[config.mk]
export PLATFORM = sky130hd
export DESIGN_NAME = mfss_frame_status
export DESIGN_NICKNAME = d
export VERILOG_FILES = /design/src/include/mfss_pkg.sv /design/src/rtl/mfss_crc32.sv /design/src/rtl/mfss_frame_status.sv
export SDC_FILE = /design/constraint.sdc
export NUM_CORES = 2
export LEC_CHECK = 0
export BUFFER_PORTS_ARGS = -buffer_cell sky130_fd_sc_hd__buf_2
export CORE_UTILIZATION = 35
export DETAILED_ROUTE_END_ITERATION = 8
export GPL_TIMING_DRIVEN = 0
export PLACE_DENSITY = 0.5
export SLEW_MARGIN = 10
export SYNTH_ARGS = -nofsm -noshare
export SYNTH_HDL_FRONTEND = slang
export SYNTH_SLANG_ARGS = --single-unit
[constraint.sdc]
create_clock -name clk_i -period 11.2 [get_ports clk_i]
set_input_delay 2.24 -clock clk_i [delete_from_list [all_inputs] [get_ports clk_i]]
set_output_delay 2.24 -clock clk_i [all_outputs]
set_load 0.02 [all_outputs]
[src/include/mfss_pkg.sv]
package mfss_pkg;
	localparam int CLK_NS = 25;
	// ----------------------------------------------------------------
	// Register map
	// ----------------------------------------------------------------
	localparam logic [7:0] ADR_CTRL = 8'h00;
	localparam logic [7:0] ADR_TXS = 8'h04;
	localparam logic [7:0] ADR_RXS = 8'h08;
	localparam logic [7:0] ADR_FILL = 8'h0c;
	// ----------------------------------------------------------------
	// Transmit figures
	// ----------------------------------------------------------------
	localparam int TX_FIFO_BYTES = 80;
	localparam logic [6:0] TX_KEEP_BYTES = 7'h40;
	localparam logic [6:0] LATE_WIN_BYTES = 7'h40;
	localparam logic [4:0] MAX_ATTEMPTS = 5'h10;
	localparam int HB_BITS = 40;
	localparam int BIT_NS_10 = 100;
	localparam int HB_CYC = HB_BITS * BIT_NS_10 / CLK_NS;
	localparam int XDEF_NS_10 = 2428800;
	localparam int XDEF_NS_100 = 242880;
	localparam int XDEF_CYC_10 = (XDEF_NS_10 + CLK_NS - 1) / CLK_NS;
	localparam int XDEF_CYC_100 = (XDEF_NS_100 + CLK_NS - 1) / CLK_NS;
	// ----------------------------------------------------------------
	// Receive figures
	// ----------------------------------------------------------------
	localparam int BLOCK_BYTES = 64;
	localparam logic [15:0] POS_LT_HI = 16'h000c;
	localparam logic [15:0] POS_LT_LO = 16'h000d;
	localparam logic [15:0] POS_VLT_HI = 16'h0010;
	localparam logic [15:0] POS_VLT_LO = 16'h0011;
	localparam logic [15:0] HDR_BYTES = 16'h000e;
	localparam logic [15:0] VLAN_HDR_BYTES = 16'h0012;
	localparam logic [15:0] FCS_BYTES = 16'h0004;
	localparam logic [15:0] PAD_LIMIT = 16'h0080;
	localparam logic [15:0] MAX_FRAME = 16'h05ee;
	localparam logic [15:0] MAX_VLAN_FRAME = 16'h05f2;
	localparam logic [15:0] CTL_FRAME_LEN = 16'h0040;
	localparam logic [15:0] LEN_TYPE_MAX = 16'h05dc;
	localparam logic [15:0] TYPE_VLAN = 16'h8100;
	localparam logic [15:0] TYPE_MAC_CTL = 16'h8808;
	localparam logic [31:0] CRC_INIT = 32'hffffffff;
	localparam logic [31:0] CRC_POLY = 32'hedb88320;
	localparam logic [31:0] CRC_RESIDUE = 32'hdebb20e3;
	// ----------------------------------------------------------------
	// Carriers
	// ----------------------------------------------------------------
	typedef struct packed {
		logic long_frame;
		logic strip_crc;
		logic strip_pad;
		logic speed10;
		logic loopback;
		logic full_duplex;
		logic tx_en;
	} mfss_ctrl_t;
	localparam mfss_ctrl_t CTRL_RST = 7'h00;
	typedef struct packed {
		logic [4:0] attempts;
		logic xdefer;
		logic defer;
		logic nohb;
		logic late_col;
		logic exc_col;
		logic lost_crs;
		logic underrun;
		logic done;
	} mfss_txstat_t;
	typedef struct packed {
		logic [15:0] length;
		logic truncated;
		logic ctl_len_err;
		logic len_err;
		logic mii_err;
		logic overflow;
		logic crc_err;
		logic dangling;
		logic done;
	} mfss_rxstat_t;
	typedef struct packed {
		logic [7:0] data;
		logic eof;
		logic odd_nibble;
		logic rx_er;
		logic overflow;
	} mfss_rxbyte_t;
	typedef struct packed {
		logic [7:0] data;
		logic last;
	} mfss_qbyte_t;
endpackage : mfss_pkg

[src/rtl/mfss_crc32.sv]
`timescale 1ns/1ps
module mfss_crc32 (
	input wire logic clk_i,
	input wire logic rst_i,
	input wire logic clear_i,
	input wire logic en_i,
	input wire logic [7:0] data_i,
	output logic ok_o
);
	typedef struct packed {
		logic [31:0] crc;
		logic ok;
	} mfss_crc_st_t;
	mfss_crc_st_t st;
	mfss_crc_st_t next_st;

	always_comb begin
		logic [31:0] c;
		c = st.crc ^ {24'h000000, data_i};
		next_st = st;
		if (clear_i) begin
			next_st.crc = mfss_pkg::CRC_INIT;
		end else if (en_i) begin
			for (int i = 0; i < 8; i++) begin
				c = c[0] ? ((c >> 1) ^ mfss_pkg::CRC_POLY) : (c >> 1);
			end
			next_st.crc = c;
		end
		// Running over data and FCS leaves a fixed residue when the frame is intact.
		next_st.ok = (next_st.crc == mfss_pkg::CRC_RESIDUE);
	end

	always_ff @(posedge clk_i) begin
		if (rst_i) begin
			st <= {mfss_pkg::CRC_INIT, 1'b0};
		end else begin
			st <= next_st;
		end
	end

	assign ok_o = st.ok;
endmodule : mfss_crc32

[src/rtl/mfss_frame_status.sv]
// What this block does
// - Pad strip only frames under 128 bytes.
// - Stripped padding also removes that frame's FCS.
// - CRC always checked, even when stripped.
// - CRC strip removes FCS from every frame.
// - Classifier drop flags error; unqueued frame discarded.
// - Late classifier drop truncates, discards remaining bytes.
// - At most one status entry per frame each direction.
// - Transmit FIFO 80 bytes, first 64 retained.
// - Underrun aborts, flags, discards rest of frame.
// - Half duplex lost carrier flagged, no abort.
// - No lost carrier in loopback or full duplex.
// - Sixteen collisions abort with excessive-collision flag.
// - Collision after 64 bytes: late flag, abort.
// - 10 Mbps: no heartbeat in 40 bits flagged.
// - Deferral without collision sets deferral flag.
// - Excessive deferral flagged; aborts if transmit disabled.
// - Odd nibble with bad CRC sets dangling, CRC.
// - Failed CRC check sets CRC-error flag.
// - Receive FIFO overflow flagged, rest dropped; unqueued frame discarded.
// - Over-length frame with a length field flagged unless long-frame mode.
// - MAC control frame not 64 bytes flagged.
// - PHY receive error sets media-error flag.
// - No free status entry: whole frame dropped.
`timescale 1ns/1ps
module mfss_frame_status #(
	parameter int XDEF_CYC_10 = mfss_pkg::XDEF_CYC_10,
	parameter int XDEF_CYC_100 = mfss_pkg::XDEF_CYC_100,
	parameter int BLOCK_BYTES = mfss_pkg::BLOCK_BYTES
) (
	input wire logic clk_i,
	input wire logic rst_i,
	input wire logic wb_cyc_i,
	input wire logic wb_stb_i,
	input wire logic wb_we_i,
	input wire logic [7:0] wb_adr_i,
	input wire logic [3:0] wb_sel_i,
	input wire logic [31:0] wb_dat_i,
	output logic [31:0] wb_dat_o,
	output logic wb_ack_o,
	input wire logic txq_valid_i,
	input wire mfss_pkg::mfss_qbyte_t txq_byte_i,
	output logic txq_ready_o,
	input wire logic tx_pop_i,
	output mfss_pkg::mfss_qbyte_t tx_byte_o,
	output logic tx_avail_o,
	input wire logic tx_defer_i,
	input wire logic tx_sfd_i,
	input wire logic tx_end_i,
	input wire logic col_i,
	input wire logic crs_i,
	output logic tx_retry_o,
	output logic tx_abort_o,
	output logic txs_valid_o,
	output mfss_pkg::mfss_txstat_t txs_data_o,
	input wire logic rxf_valid_i,
	input wire mfss_pkg::mfss_rxbyte_t rxf_byte_i,
	input wire logic rxs_full_i,
	input wire logic cls_drop_i,
	output logic rxq_valid_o,
	output mfss_pkg::mfss_qbyte_t rxq_byte_o,
	output logic rxq_drop_o,
	output logic [15:0] rxq_keep_o,
	output logic rxs_valid_o,
	output mfss_pkg::mfss_rxstat_t rxs_data_o
);
	localparam int NB = mfss_pkg::TX_FIFO_BYTES;

	typedef struct packed {
		mfss_pkg::mfss_ctrl_t ctrl;
		logic ack;
		logic [31:0] rdat;
		logic [2:0] col_sync;
		logic [2:0] crs_sync;
		logic col;
		logic crs;
		logic [NB-1:0][8:0] mem;
		logic [6:0] base;
		logic [6:0] held;
		logic [6:0] sent;
		logic committed;
		logic last_in;
		logic discard;
		logic txq_ready;
		mfss_pkg::mfss_qbyte_t tx_byte;
		logic tx_avail;
		logic in_tx;
		logic col_seen;
		logic defer_seen;
		logic hb_wait;
		logic hb_seen;
		logic [7:0] hb_cnt;
		logic [6:0] xbytes;
		logic [16:0] dcnt;
		mfss_pkg::mfss_txstat_t txs;
		mfss_pkg::mfss_txstat_t txs_out;
		logic txs_valid;
		logic tx_retry;
		logic tx_abort;
		logic [15:0] pos;
		logic [15:0] lt1;
		logic [15:0] lt2;
		logic rx_skip;
		logic rx_stop;
		logic rx_fin;
		mfss_pkg::mfss_rxstat_t rxs;
		mfss_pkg::mfss_rxstat_t rxs_out;
		logic rxs_valid;
		mfss_pkg::mfss_qbyte_t rxq_byte;
		logic rxq_valid;
		logic rxq_drop;
		logic [15:0] rxq_keep;
	} mfss_st_t;

	mfss_st_t st;
	mfss_st_t next_st;
	logic crc_ok;

	function automatic logic [6:0] wrap(input logic [7:0] a);
		wrap = (a >= 8'(NB)) ? 7'(a - 8'(NB)) : a[6:0];
	endfunction : wrap

	// ----------------------------------------------------------------
	// Frame check, run over every received byte including the FCS
	// ----------------------------------------------------------------
	mfss_crc32 u_crc (
		.clk_i(clk_i),
		.rst_i(rst_i),
		.clear_i(st.rx_fin),
		.en_i(rxf_valid_i),
		.data_i(rxf_byte_i.data),
		.ok_o(crc_ok)
	);

	always_comb begin
		logic half;
		logic col_rise;
		logic abort;
		logic fin;
		logic skip_now;
		logic stop_now;
		logic vlan;
		logic is_len;
		logic [15:0] lf;
		logic [15:0] hdr;
		logic [15:0] tot;
		logic [16:0] dlim;
		logic [6:0] rd_idx;
		logic [6:0] wr_idx;
		half = !st.ctrl.full_duplex;
		abort = 1'b0;
		fin = 1'b0;
		skip_now = 1'b0;
		stop_now = 1'b0;
		vlan = 1'b0;
		is_len = 1'b0;
		lf = 16'h0000;
		hdr = 16'h0000;
		tot = st.pos + 16'h0001;
		dlim = st.ctrl.speed10 ? 17'(XDEF_CYC_10) : 17'(XDEF_CYC_100);
		rd_idx = wrap({1'b0, st.base} + {1'b0, st.sent});
		wr_idx = wrap({1'b0, st.base} + {1'b0, st.held});
		col_rise = 1'b0;
		next_st = st;
		next_st.tx_retry = 1'b0;
		next_st.tx_abort = 1'b0;
		next_st.txs_valid = 1'b0;
		next_st.rxq_valid = 1'b0;
		next_st.rxq_drop = 1'b0;
		next_st.rxs_valid = 1'b0;

		// ------------------------------------------------------------
		// Register bus
		// ------------------------------------------------------------
		next_st.ack = wb_cyc_i && wb_stb_i && !st.ack;
		if (wb_cyc_i && wb_stb_i && !st.ack) begin
			case (wb_adr_i)
				mfss_pkg::ADR_CTRL: next_st.rdat = {25'h0000000, st.ctrl};
				mfss_pkg::ADR_TXS: next_st.rdat = {19'h00000, st.txs_out};
				mfss_pkg::ADR_RXS: next_st.rdat = {8'h00, st.rxs_out};
				mfss_pkg::ADR_FILL: next_st.rdat = {17'h00000, st.sent, 1'b0, st.held};
				default: next_st.rdat = 32'h00000000;
			endcase
		end
		if (wb_cyc_i && wb_stb_i && st.ack && wb_we_i && wb_sel_i[0]
				&& wb_adr_i == mfss_pkg::ADR_CTRL) begin
			next_st.ctrl = mfss_pkg::mfss_ctrl_t'(wb_dat_i[6:0]);
		end

		// ------------------------------------------------------------
		// Pin synchronisers
		// ------------------------------------------------------------
		next_st.col_sync = {st.col_sync[1:0], col_i};
		next_st.crs_sync = {st.crs_sync[1:0], crs_i};
		if (st.col_sync[1] == st.col_sync[2]) begin
			next_st.col = st.col_sync[2];
			col_rise = half && st.col_sync[2] && !st.col;
		end
		if (st.crs_sync[1] == st.crs_sync[2]) begin
			next_st.crs = st.crs_sync[2];
		end

		// ------------------------------------------------------------
		// Transmit FIFO; holds a single frame so a flush never hits the next one
		// ------------------------------------------------------------
		if (txq_valid_i && st.txq_ready) begin
			if (st.discard) begin
				next_st.discard = !txq_byte_i.last;
			end else begin
				next_st.mem[wr_idx] = txq_byte_i;
				next_st.held = st.held + 7'h01;
				next_st.last_in = txq_byte_i.last;
			end
		end
		if (tx_pop_i) begin
			if (!st.tx_avail) begin
				next_st.txs.underrun = 1'b1;
				abort = 1'b1;
			end else begin
				next_st.tx_byte = st.mem[rd_idx];
				if (st.xbytes != 7'h7f) begin
					next_st.xbytes = st.xbytes + 7'h01;
				end
				if (st.committed) begin
					next_st.base = wrap({1'b0, st.base} + 8'h01);
					next_st.held = next_st.held - 7'h01;
				end else if (st.sent + 7'h01 == mfss_pkg::TX_KEEP_BYTES) begin
					// Once the window is passed the frame can no longer be retried, so free the retained bytes.
					next_st.base = wrap({1'b0, st.base} + {1'b0, mfss_pkg::TX_KEEP_BYTES});
					next_st.held = next_st.held - mfss_pkg::TX_KEEP_BYTES;
					next_st.sent = 7'h00;
					next_st.committed = 1'b1;
				end else begin
					next_st.sent = st.sent + 7'h01;
				end
			end
		end

		// ------------------------------------------------------------
		// Transmit status
		// ------------------------------------------------------------
		if (tx_defer_i && half && st.held != 7'h00) begin
			next_st.defer_seen = 1'b1;
			if (st.dcnt != dlim) begin
				next_st.dcnt = st.dcnt + 17'h00001;
			end
			if (st.dcnt + 17'h00001 == dlim) begin
				next_st.txs.xdefer = 1'b1;
				abort = abort || !st.ctrl.tx_en;
			end
		end else begin
			next_st.dcnt = 17'h00000;
		end
		if (tx_sfd_i) begin
			next_st.in_tx = 1'b1;
			next_st.xbytes = 7'h00;
		end
		if (st.in_tx && half && !st.ctrl.loopback && !st.crs) begin
			next_st.txs.lost_crs = 1'b1;
		end
		if (st.in_tx && col_rise) begin
			next_st.col_seen = 1'b1;
			next_st.in_tx = 1'b0;
			next_st.txs.attempts = st.txs.attempts + 5'h01;
			if (st.xbytes >= mfss_pkg::LATE_WIN_BYTES) begin
				next_st.txs.late_col = 1'b1;
				abort = 1'b1;
			end else if (st.txs.attempts + 5'h01 == mfss_pkg::MAX_ATTEMPTS) begin
				next_st.txs.exc_col = 1'b1;
				abort = 1'b1;
			end else begin
				next_st.tx_retry = 1'b1;
				next_st.sent = 7'h00;
			end
		end
		if (tx_end_i && st.in_tx) begin
			next_st.in_tx = 1'b0;
			if (st.ctrl.speed10) begin
				next_st.hb_wait = 1'b1;
				next_st.hb_seen = 1'b0;
				next_st.hb_cnt = 8'(mfss_pkg::HB_CYC);
			end else begin
				fin = 1'b1;
			end
		end
		if (st.hb_wait) begin
			next_st.hb_seen = st.hb_seen || st.col;
			if (st.hb_cnt == 8'h01) begin
				next_st.hb_wait = 1'b0;
				next_st.txs.nohb = !(st.hb_seen || st.col);
				fin = 1'b1;
			end else begin
				next_st.hb_cnt = st.hb_cnt - 8'h01;
			end
		end
		if (abort) begin
			next_st.tx_abort = 1'b1;
			next_st.in_tx = 1'b0;
			next_st.hb_wait = 1'b0;
			next_st.discard = !next_st.last_in;
			fin = 1'b1;
		end
		if (fin) begin
			next_st.txs_valid = 1'b1;
			next_st.txs_out = next_st.txs;
			next_st.txs_out.done = 1'b1;
			next_st.txs_out.defer = st.defer_seen && !next_st.col_seen;
			next_st.txs = '0;
			next_st.col_seen = 1'b0;
			next_st.defer_seen = 1'b0;
			next_st.base = wrap({1'b0, next_st.base} + {1'b0, next_st.held});
			next_st.held = 7'h00;
			next_st.sent = 7'h00;
			next_st.committed = 1'b0;
			next_st.last_in = 1'b0;
		end
		next_st.tx_avail = next_st.sent < next_st.held;
		next_st.txq_ready = next_st.discard
			|| (!next_st.last_in && next_st.held < 7'(NB));

		// ------------------------------------------------------------
		// Receive path: the cycle after end of frame carries the CRC verdict
		// ------------------------------------------------------------
		if (st.rx_fin) begin
			next_st.rx_fin = 1'b0;
			// A frame dropped before any block was queued leaves no entry behind.
			if (!st.rx_skip) begin
				next_st.rxs_valid = 1'b1;
				next_st.rxs_out = st.rxs;
				next_st.rxs_out.done = 1'b1;
				next_st.rxs_out.crc_err = !crc_ok;
				next_st.rxs_out.dangling = st.rxs.dangling && !crc_ok;
			end
			next_st.rxs = '0;
			next_st.pos = 16'h0000;
			next_st.rx_skip = 1'b0;
			next_st.rx_stop = 1'b0;
		end
		if (rxf_valid_i) begin
			skip_now = st.rx_skip || (st.pos == 16'h0000 && rxs_full_i);
			if (st.pos == 16'h0000 && rxs_full_i) begin
				next_st.rx_skip = 1'b1;
				next_st.rxq_drop = 1'b1;
			end
			if (st.pos != 16'hffff) begin
				next_st.pos = tot;
			end
			unique case (st.pos)
				mfss_pkg::POS_LT_HI: next_st.lt1[15:8] = rxf_byte_i.data;
				mfss_pkg::POS_LT_LO: next_st.lt1[7:0] = rxf_byte_i.data;
				mfss_pkg::POS_VLT_HI: next_st.lt2[15:8] = rxf_byte_i.data;
				mfss_pkg::POS_VLT_LO: next_st.lt2[7:0] = rxf_byte_i.data;
				default: next_st.lt1 = next_st.lt1;
			endcase
			if (rxf_byte_i.rx_er) begin
				next_st.rxs.mii_err = 1'b1;
			end
			if (rxf_byte_i.overflow) begin
				next_st.rxs.overflow = 1'b1;
			end
		end
		if ((rxf_valid_i || st.pos != 16'h0000) && !st.rx_fin && !skip_now && !st.rx_stop
				&& (cls_drop_i || (rxf_valid_i && rxf_byte_i.overflow))) begin
			next_st.rx_stop = 1'b1;
			next_st.rx_skip = st.pos < 16'(BLOCK_BYTES);
			next_st.rxq_drop = 1'b1;
			next_st.rxs.truncated = 1'b1;
			stop_now = 1'b1;
		end
		if (rxf_valid_i) begin
			if (!skip_now && !stop_now && !st.rx_stop) begin
				next_st.rxq_valid = 1'b1;
				next_st.rxq_byte = {rxf_byte_i.data, rxf_byte_i.eof};
			end
			if (rxf_byte_i.eof) begin
				vlan = next_st.lt1 == mfss_pkg::TYPE_VLAN;
				lf = vlan ? next_st.lt2 : next_st.lt1;
				hdr = vlan ? mfss_pkg::VLAN_HDR_BYTES : mfss_pkg::HDR_BYTES;
				is_len = lf <= mfss_pkg::LEN_TYPE_MAX;
				next_st.rx_fin = 1'b1;
				next_st.rxs.length = tot;
				next_st.rxs.dangling = rxf_byte_i.odd_nibble;
				next_st.rxs.len_err = is_len && !st.ctrl.long_frame
					&& tot > (vlan ? mfss_pkg::MAX_VLAN_FRAME : mfss_pkg::MAX_FRAME);
				next_st.rxs.ctl_len_err = next_st.lt1 == mfss_pkg::TYPE_MAC_CTL
					&& tot != mfss_pkg::CTL_FRAME_LEN;
				if (st.ctrl.strip_pad && is_len && tot < mfss_pkg::PAD_LIMIT
						&& hdr + lf + mfss_pkg::FCS_BYTES < tot) begin
					next_st.rxq_keep = hdr + lf;
				end else if (st.ctrl.strip_crc) begin
					next_st.rxq_keep = tot - mfss_pkg::FCS_BYTES;
				end else begin
					next_st.rxq_keep = tot;
				end
			end
		end
	end

	always_ff @(posedge clk_i) begin
		if (rst_i) begin
			st <= '0;
			st.ctrl <= mfss_pkg::CTRL_RST;
		end else begin
			st <= next_st;
		end
	end

	assign wb_dat_o = st.rdat;
	assign wb_ack_o = st.ack;
	assign txq_ready_o = st.txq_ready;
	assign tx_byte_o = st.tx_byte;
	assign tx_avail_o = st.tx_avail;
	assign tx_retry_o = st.tx_retry;
	assign tx_abort_o = st.tx_abort;
	assign txs_valid_o = st.txs_valid;
	assign txs_data_o = st.txs_out;
	assign rxq_valid_o = st.rxq_valid;
	assign rxq_byte_o = st.rxq_byte;
	assign rxq_drop_o = st.rxq_drop;
	assign rxq_keep_o = st.rxq_keep;
	assign rxs_valid_o = st.rxs_valid;
	assign rxs_data_o = st.rxs_out;
endmodule : mfss_frame_status

==> qor.csv <==
stage,metric,value,unit
run_status,status,"finished, final reports clean",
logic_synthesis,Syn Std Cell Area,0.04938,sq mm
setup_path,crit path capture type,register,
global_route,global route hottest layer,met2,
global_route,first-pass GRT wire length,277500,microns
power_and_ir_drop,Switching Share,27.46,%
clock_tree,CTS tree,done,
floorplan,I/O pin cnt,192,
power_and_ir_drop,cell internal pwr,0.006395,W
timing,RSZ-0062 raised after global routing,false,
timing,"Setup violations, final",0,
setup_path,CP Max Fanout,11,
clock_tree,# resized after CTS,0,
timing,Highest Clock Rate,96.93,MHz
timing,Final TNS setup,0,ns
logic_synthesis,synth top area cells,"dfxtp_1 (41%), mux4_2 (10%), a21oi_1 (8.8%), nand2_1 (7.1%), o21ai_0 (4.2%)",
clock_tree,"Clk pin slew, worst setup/hold paths",0.06,ns
power_and_ir_drop,switching power,0.002421,W
floorplan,core region area,0.1397,sq mm
cells_and_area,area grow syn2layout,14.29,%
setup_path,"slowest stage delay, CP",0.81,ns
logic_synthesis,top-area cell type share of the netlist area,41.19,%
route,Post-Route WL,187800,microns
cells_and_area,FILL cells,14237,
logic_synthesis,"Primary FF master, synth",dfxtp_1,
logic_synthesis,"count leader, synth",dfxtp_1,
timing,worst-margin pin slew,1.394,ns
floorplan,Die Wd,377.6,microns
global_route,grt met3 use,3.109,%
timing,Worst Clk Skew,0.05770,ns
worst_hold_path,Worst Hold Depth,1,
setup_path,CP Data Arrival Time,10.97,ns
route,DR pass1 iterations,5,
flow_run,max_cap viols,0,
power_and_ir_drop,Seq pwr share,42.2,%
timing,Fin Hold WS,0.4427,ns
clock_tree,H-tree depth,3,
logic_synthesis,Post-synth EDFFs,0,
logic_synthesis,"Async S/R FF share, synth",0,%
setup_path,Worst Reg-to-Reg Cells,34,
setup_path,CP Class,in -> reg,
clock_tree,CTS Buffer Depth,3,
route,initial DRC count,4271,
cells_and_area,final core utilization,40.40,%
route,vias per cell,5.574,
timing,fin crit share,92.11,%
route,drt drc,0,
timing,fin crit period,10.32,ns
global_route,met1 GRT Util,35.42,%
power_and_ir_drop,PwrDens,156.2,mW/mm^2
place,I/O Buffers,141,
clock_tree,clock root cell,clkbuf_16,
setup_path,kind of start point of the critical path,primary input,
setup_path,Crit Reg-Reg Startpoint,st[123],
clock_tree,hold_buf cts,0,
worst_hold_path,hold_sp,next_st[951],
route,Detail Route Antenna Nets,0,
setup_path,CP required,11.85,ns
cells_and_area,layout cell share with drive strength beyond 1,11.40,%
cells_and_area,Antenna Cells,0,
floorplan,row cnt,137,
logic_synthesis,Synth Warn #,0,
logic_synthesis,#FFs+latches synth,1016,
global_route,GR Overflow Total,0,
logic_synthesis,Yosys cell types,88,
global_route,GRT Overall Usage,25.74,%
place,Placed Area,0.05249,sq mm
global_route,antenna violations before repair,6,
floorplan,area of the die,0.1426,sq mm
route,Vias,45061,
floorplan,Initial Util,35.34,%
clock_tree,CTS buffer count,114,
clock_tree,TritonCTS sink count,1016,
logic_synthesis,leading area contributor after synthesis,dfxtp_1,
power_and_ir_drop,Pleak,19.03,nW
power_and_ir_drop,"Power, Total",0.008817,W
setup_path,Critical Path Slowest Stage Cell,a211oi_1,
place,GP Congestion,0.9127,
timing,Slew HR,7.046,%
place,HPWL Detailed,137800,microns
global_route,largest net degree at the start of global routing,17,
route,WL/cell,23.23,microns
power_and_ir_drop,worst-case vdd ir drop,0.1205,mV
clock_tree,Clock Latency Late Sink,0.77,ns
power_and_ir_drop,clock network fraction of total power,45.0,%
logic_synthesis,Commonest cells post-synth,"dfxtp_1 (1016), nand2_1 (933), a21oi_1 (873)",
worst_hold_path,min-delay worst type,reg -> reg,
logic_synthesis,sequential element share of the synthesized area,41.19,%
logic_synthesis,Mean Syn Cell Area,8.445,sq um
cells_and_area,fin nets,6276,
global_route,Global Route met2 Usage,41.19,%
global_route,number of global-route vias before repair,42657,
setup_path,crit path launch,rxf_valid_i,
logic_synthesis,Syn Inst Count,5847,
timing,final hold viol count,0,
floorplan,die height,377.6,microns
cells_and_area,Final Cell Area,0.05644,sq mm
timing,final slew viol count,0,
clock_tree,post-CTS setup buffer count,0,
power_and_ir_drop,Comb pwr share,12.8,%
[worst max-delay path, delay by kind of cell]
| kind | cells | cell delay [ns] |
|---|---|---|
| xor+xnor | 1 | 0.22 |
| buf+inv | 7 | 1.73 |
| fa+ha+maj | 2 | 0.64 |
| simple gates | 11 | 2.02 |
| compound gates | 13 | 3.62 |
| mux | 2 | 0.50 |
[per-stage QoR]
step           std cells  setup WS, ns
2_1_floorplan       5854         2.034
3_3_place_gp        7871        0.1677
3_5_place_dp        7872        0.1549
4_1_cts             8084        0.9121
5_1_grt             8084        0.2143
6_report            8084        0.8833
[metal layers]
| metal | wire, microns | part of all wire (%) |
|---|---|---|
| met3 | 11720 | 6.2 |
| met4 | 6613 | 3.5 |
| met2 | 85720 | 46 |
| met1 | 83700 | 45 |
| met5 | 48 | 0.026 |
[sequential cells by signal, summed over array words and instances, names as in the netlist, 4 cells and up]
signal / count
st: 875
u_crc.st: 32
rxs_data_o: 24
wb_dat_o: 24
rxq_keep_o: 16
txs_data_o: 13
rxq_byte_o: 9
tx_byte_o: 9
next_st: 4
[kinds of logic (layout without fill, tap and decap cells)]
kind of cell	Yosys count	in the layout	synth area share [%]
AND/OR/NAND/NOR	2033	2033	18.17
buffers and inverters	674	1028	5.950
XOR/XNOR	187	187	3.332
multiplexers	344	344	12.69
adder cells (fa/ha/maj)	84	84	2.174
other	1	8	0.007595
AO/OA/AOI/OAI	1508	1508	16.48
flip-flops	1016	1016	41.19
[worst paths after layout]
path | end | slack (ns)
worst min register to register | next_st[952] | 0.44
worst min-delay path | next_st[952] | 0.44
worst max-delay path | rxq_keep_o[9] | 0.88
worst max register to register | rxq_keep_o[9] | 1.85
[cell usage in the layout, fill, tap and decap left out, types with 32 or more instances in the layout]
cell	n
o21ai_0	416
nor3_1	55
mux4_2	224
xor2_1	61
a211oi_1	32
nor2_1	394
a21oi_1	873
ha_1	81
dfxtp_1	1016
or3_1	32
nand3_1	407
nand2_1	933
clkbuf_16	115
xnor2_1	123
mux2i_1	112
buf_2	149
clkbuf_1	485
inv_1	67
buf_4	104
[power by group through the flow]
stage / Clock (W) / Combinational, W / Sequential [W]
global route: 0.00416 / 0.00121 / 0.00372
floorplan: 0 / 0.000794 / 0.00379
global placement: 0 / 0.00112 / 0.00380
detailed placement: 0 / 0.00112 / 0.00380
CTS: 0.00402 / 0.00112 / 0.00372
finish: 0.00397 / 0.00113 / 0.00372
[layout make-up]
cell class	count	area, sq um	share of cell area [%]
well taps	1876	2347	4.159
clock inverters	45	579.3	1.026
flip-flops and latches	1016	20340	36.04
inverters	71	269.0	0.4767
clock buffers	167	3363	5.959
plain buffers	603	2676	4.742
multi-input cells	4164	26140	46.33
repair buffers	142	716.9	1.270
No activity file was read; power rests on OpenSTA's default activity.
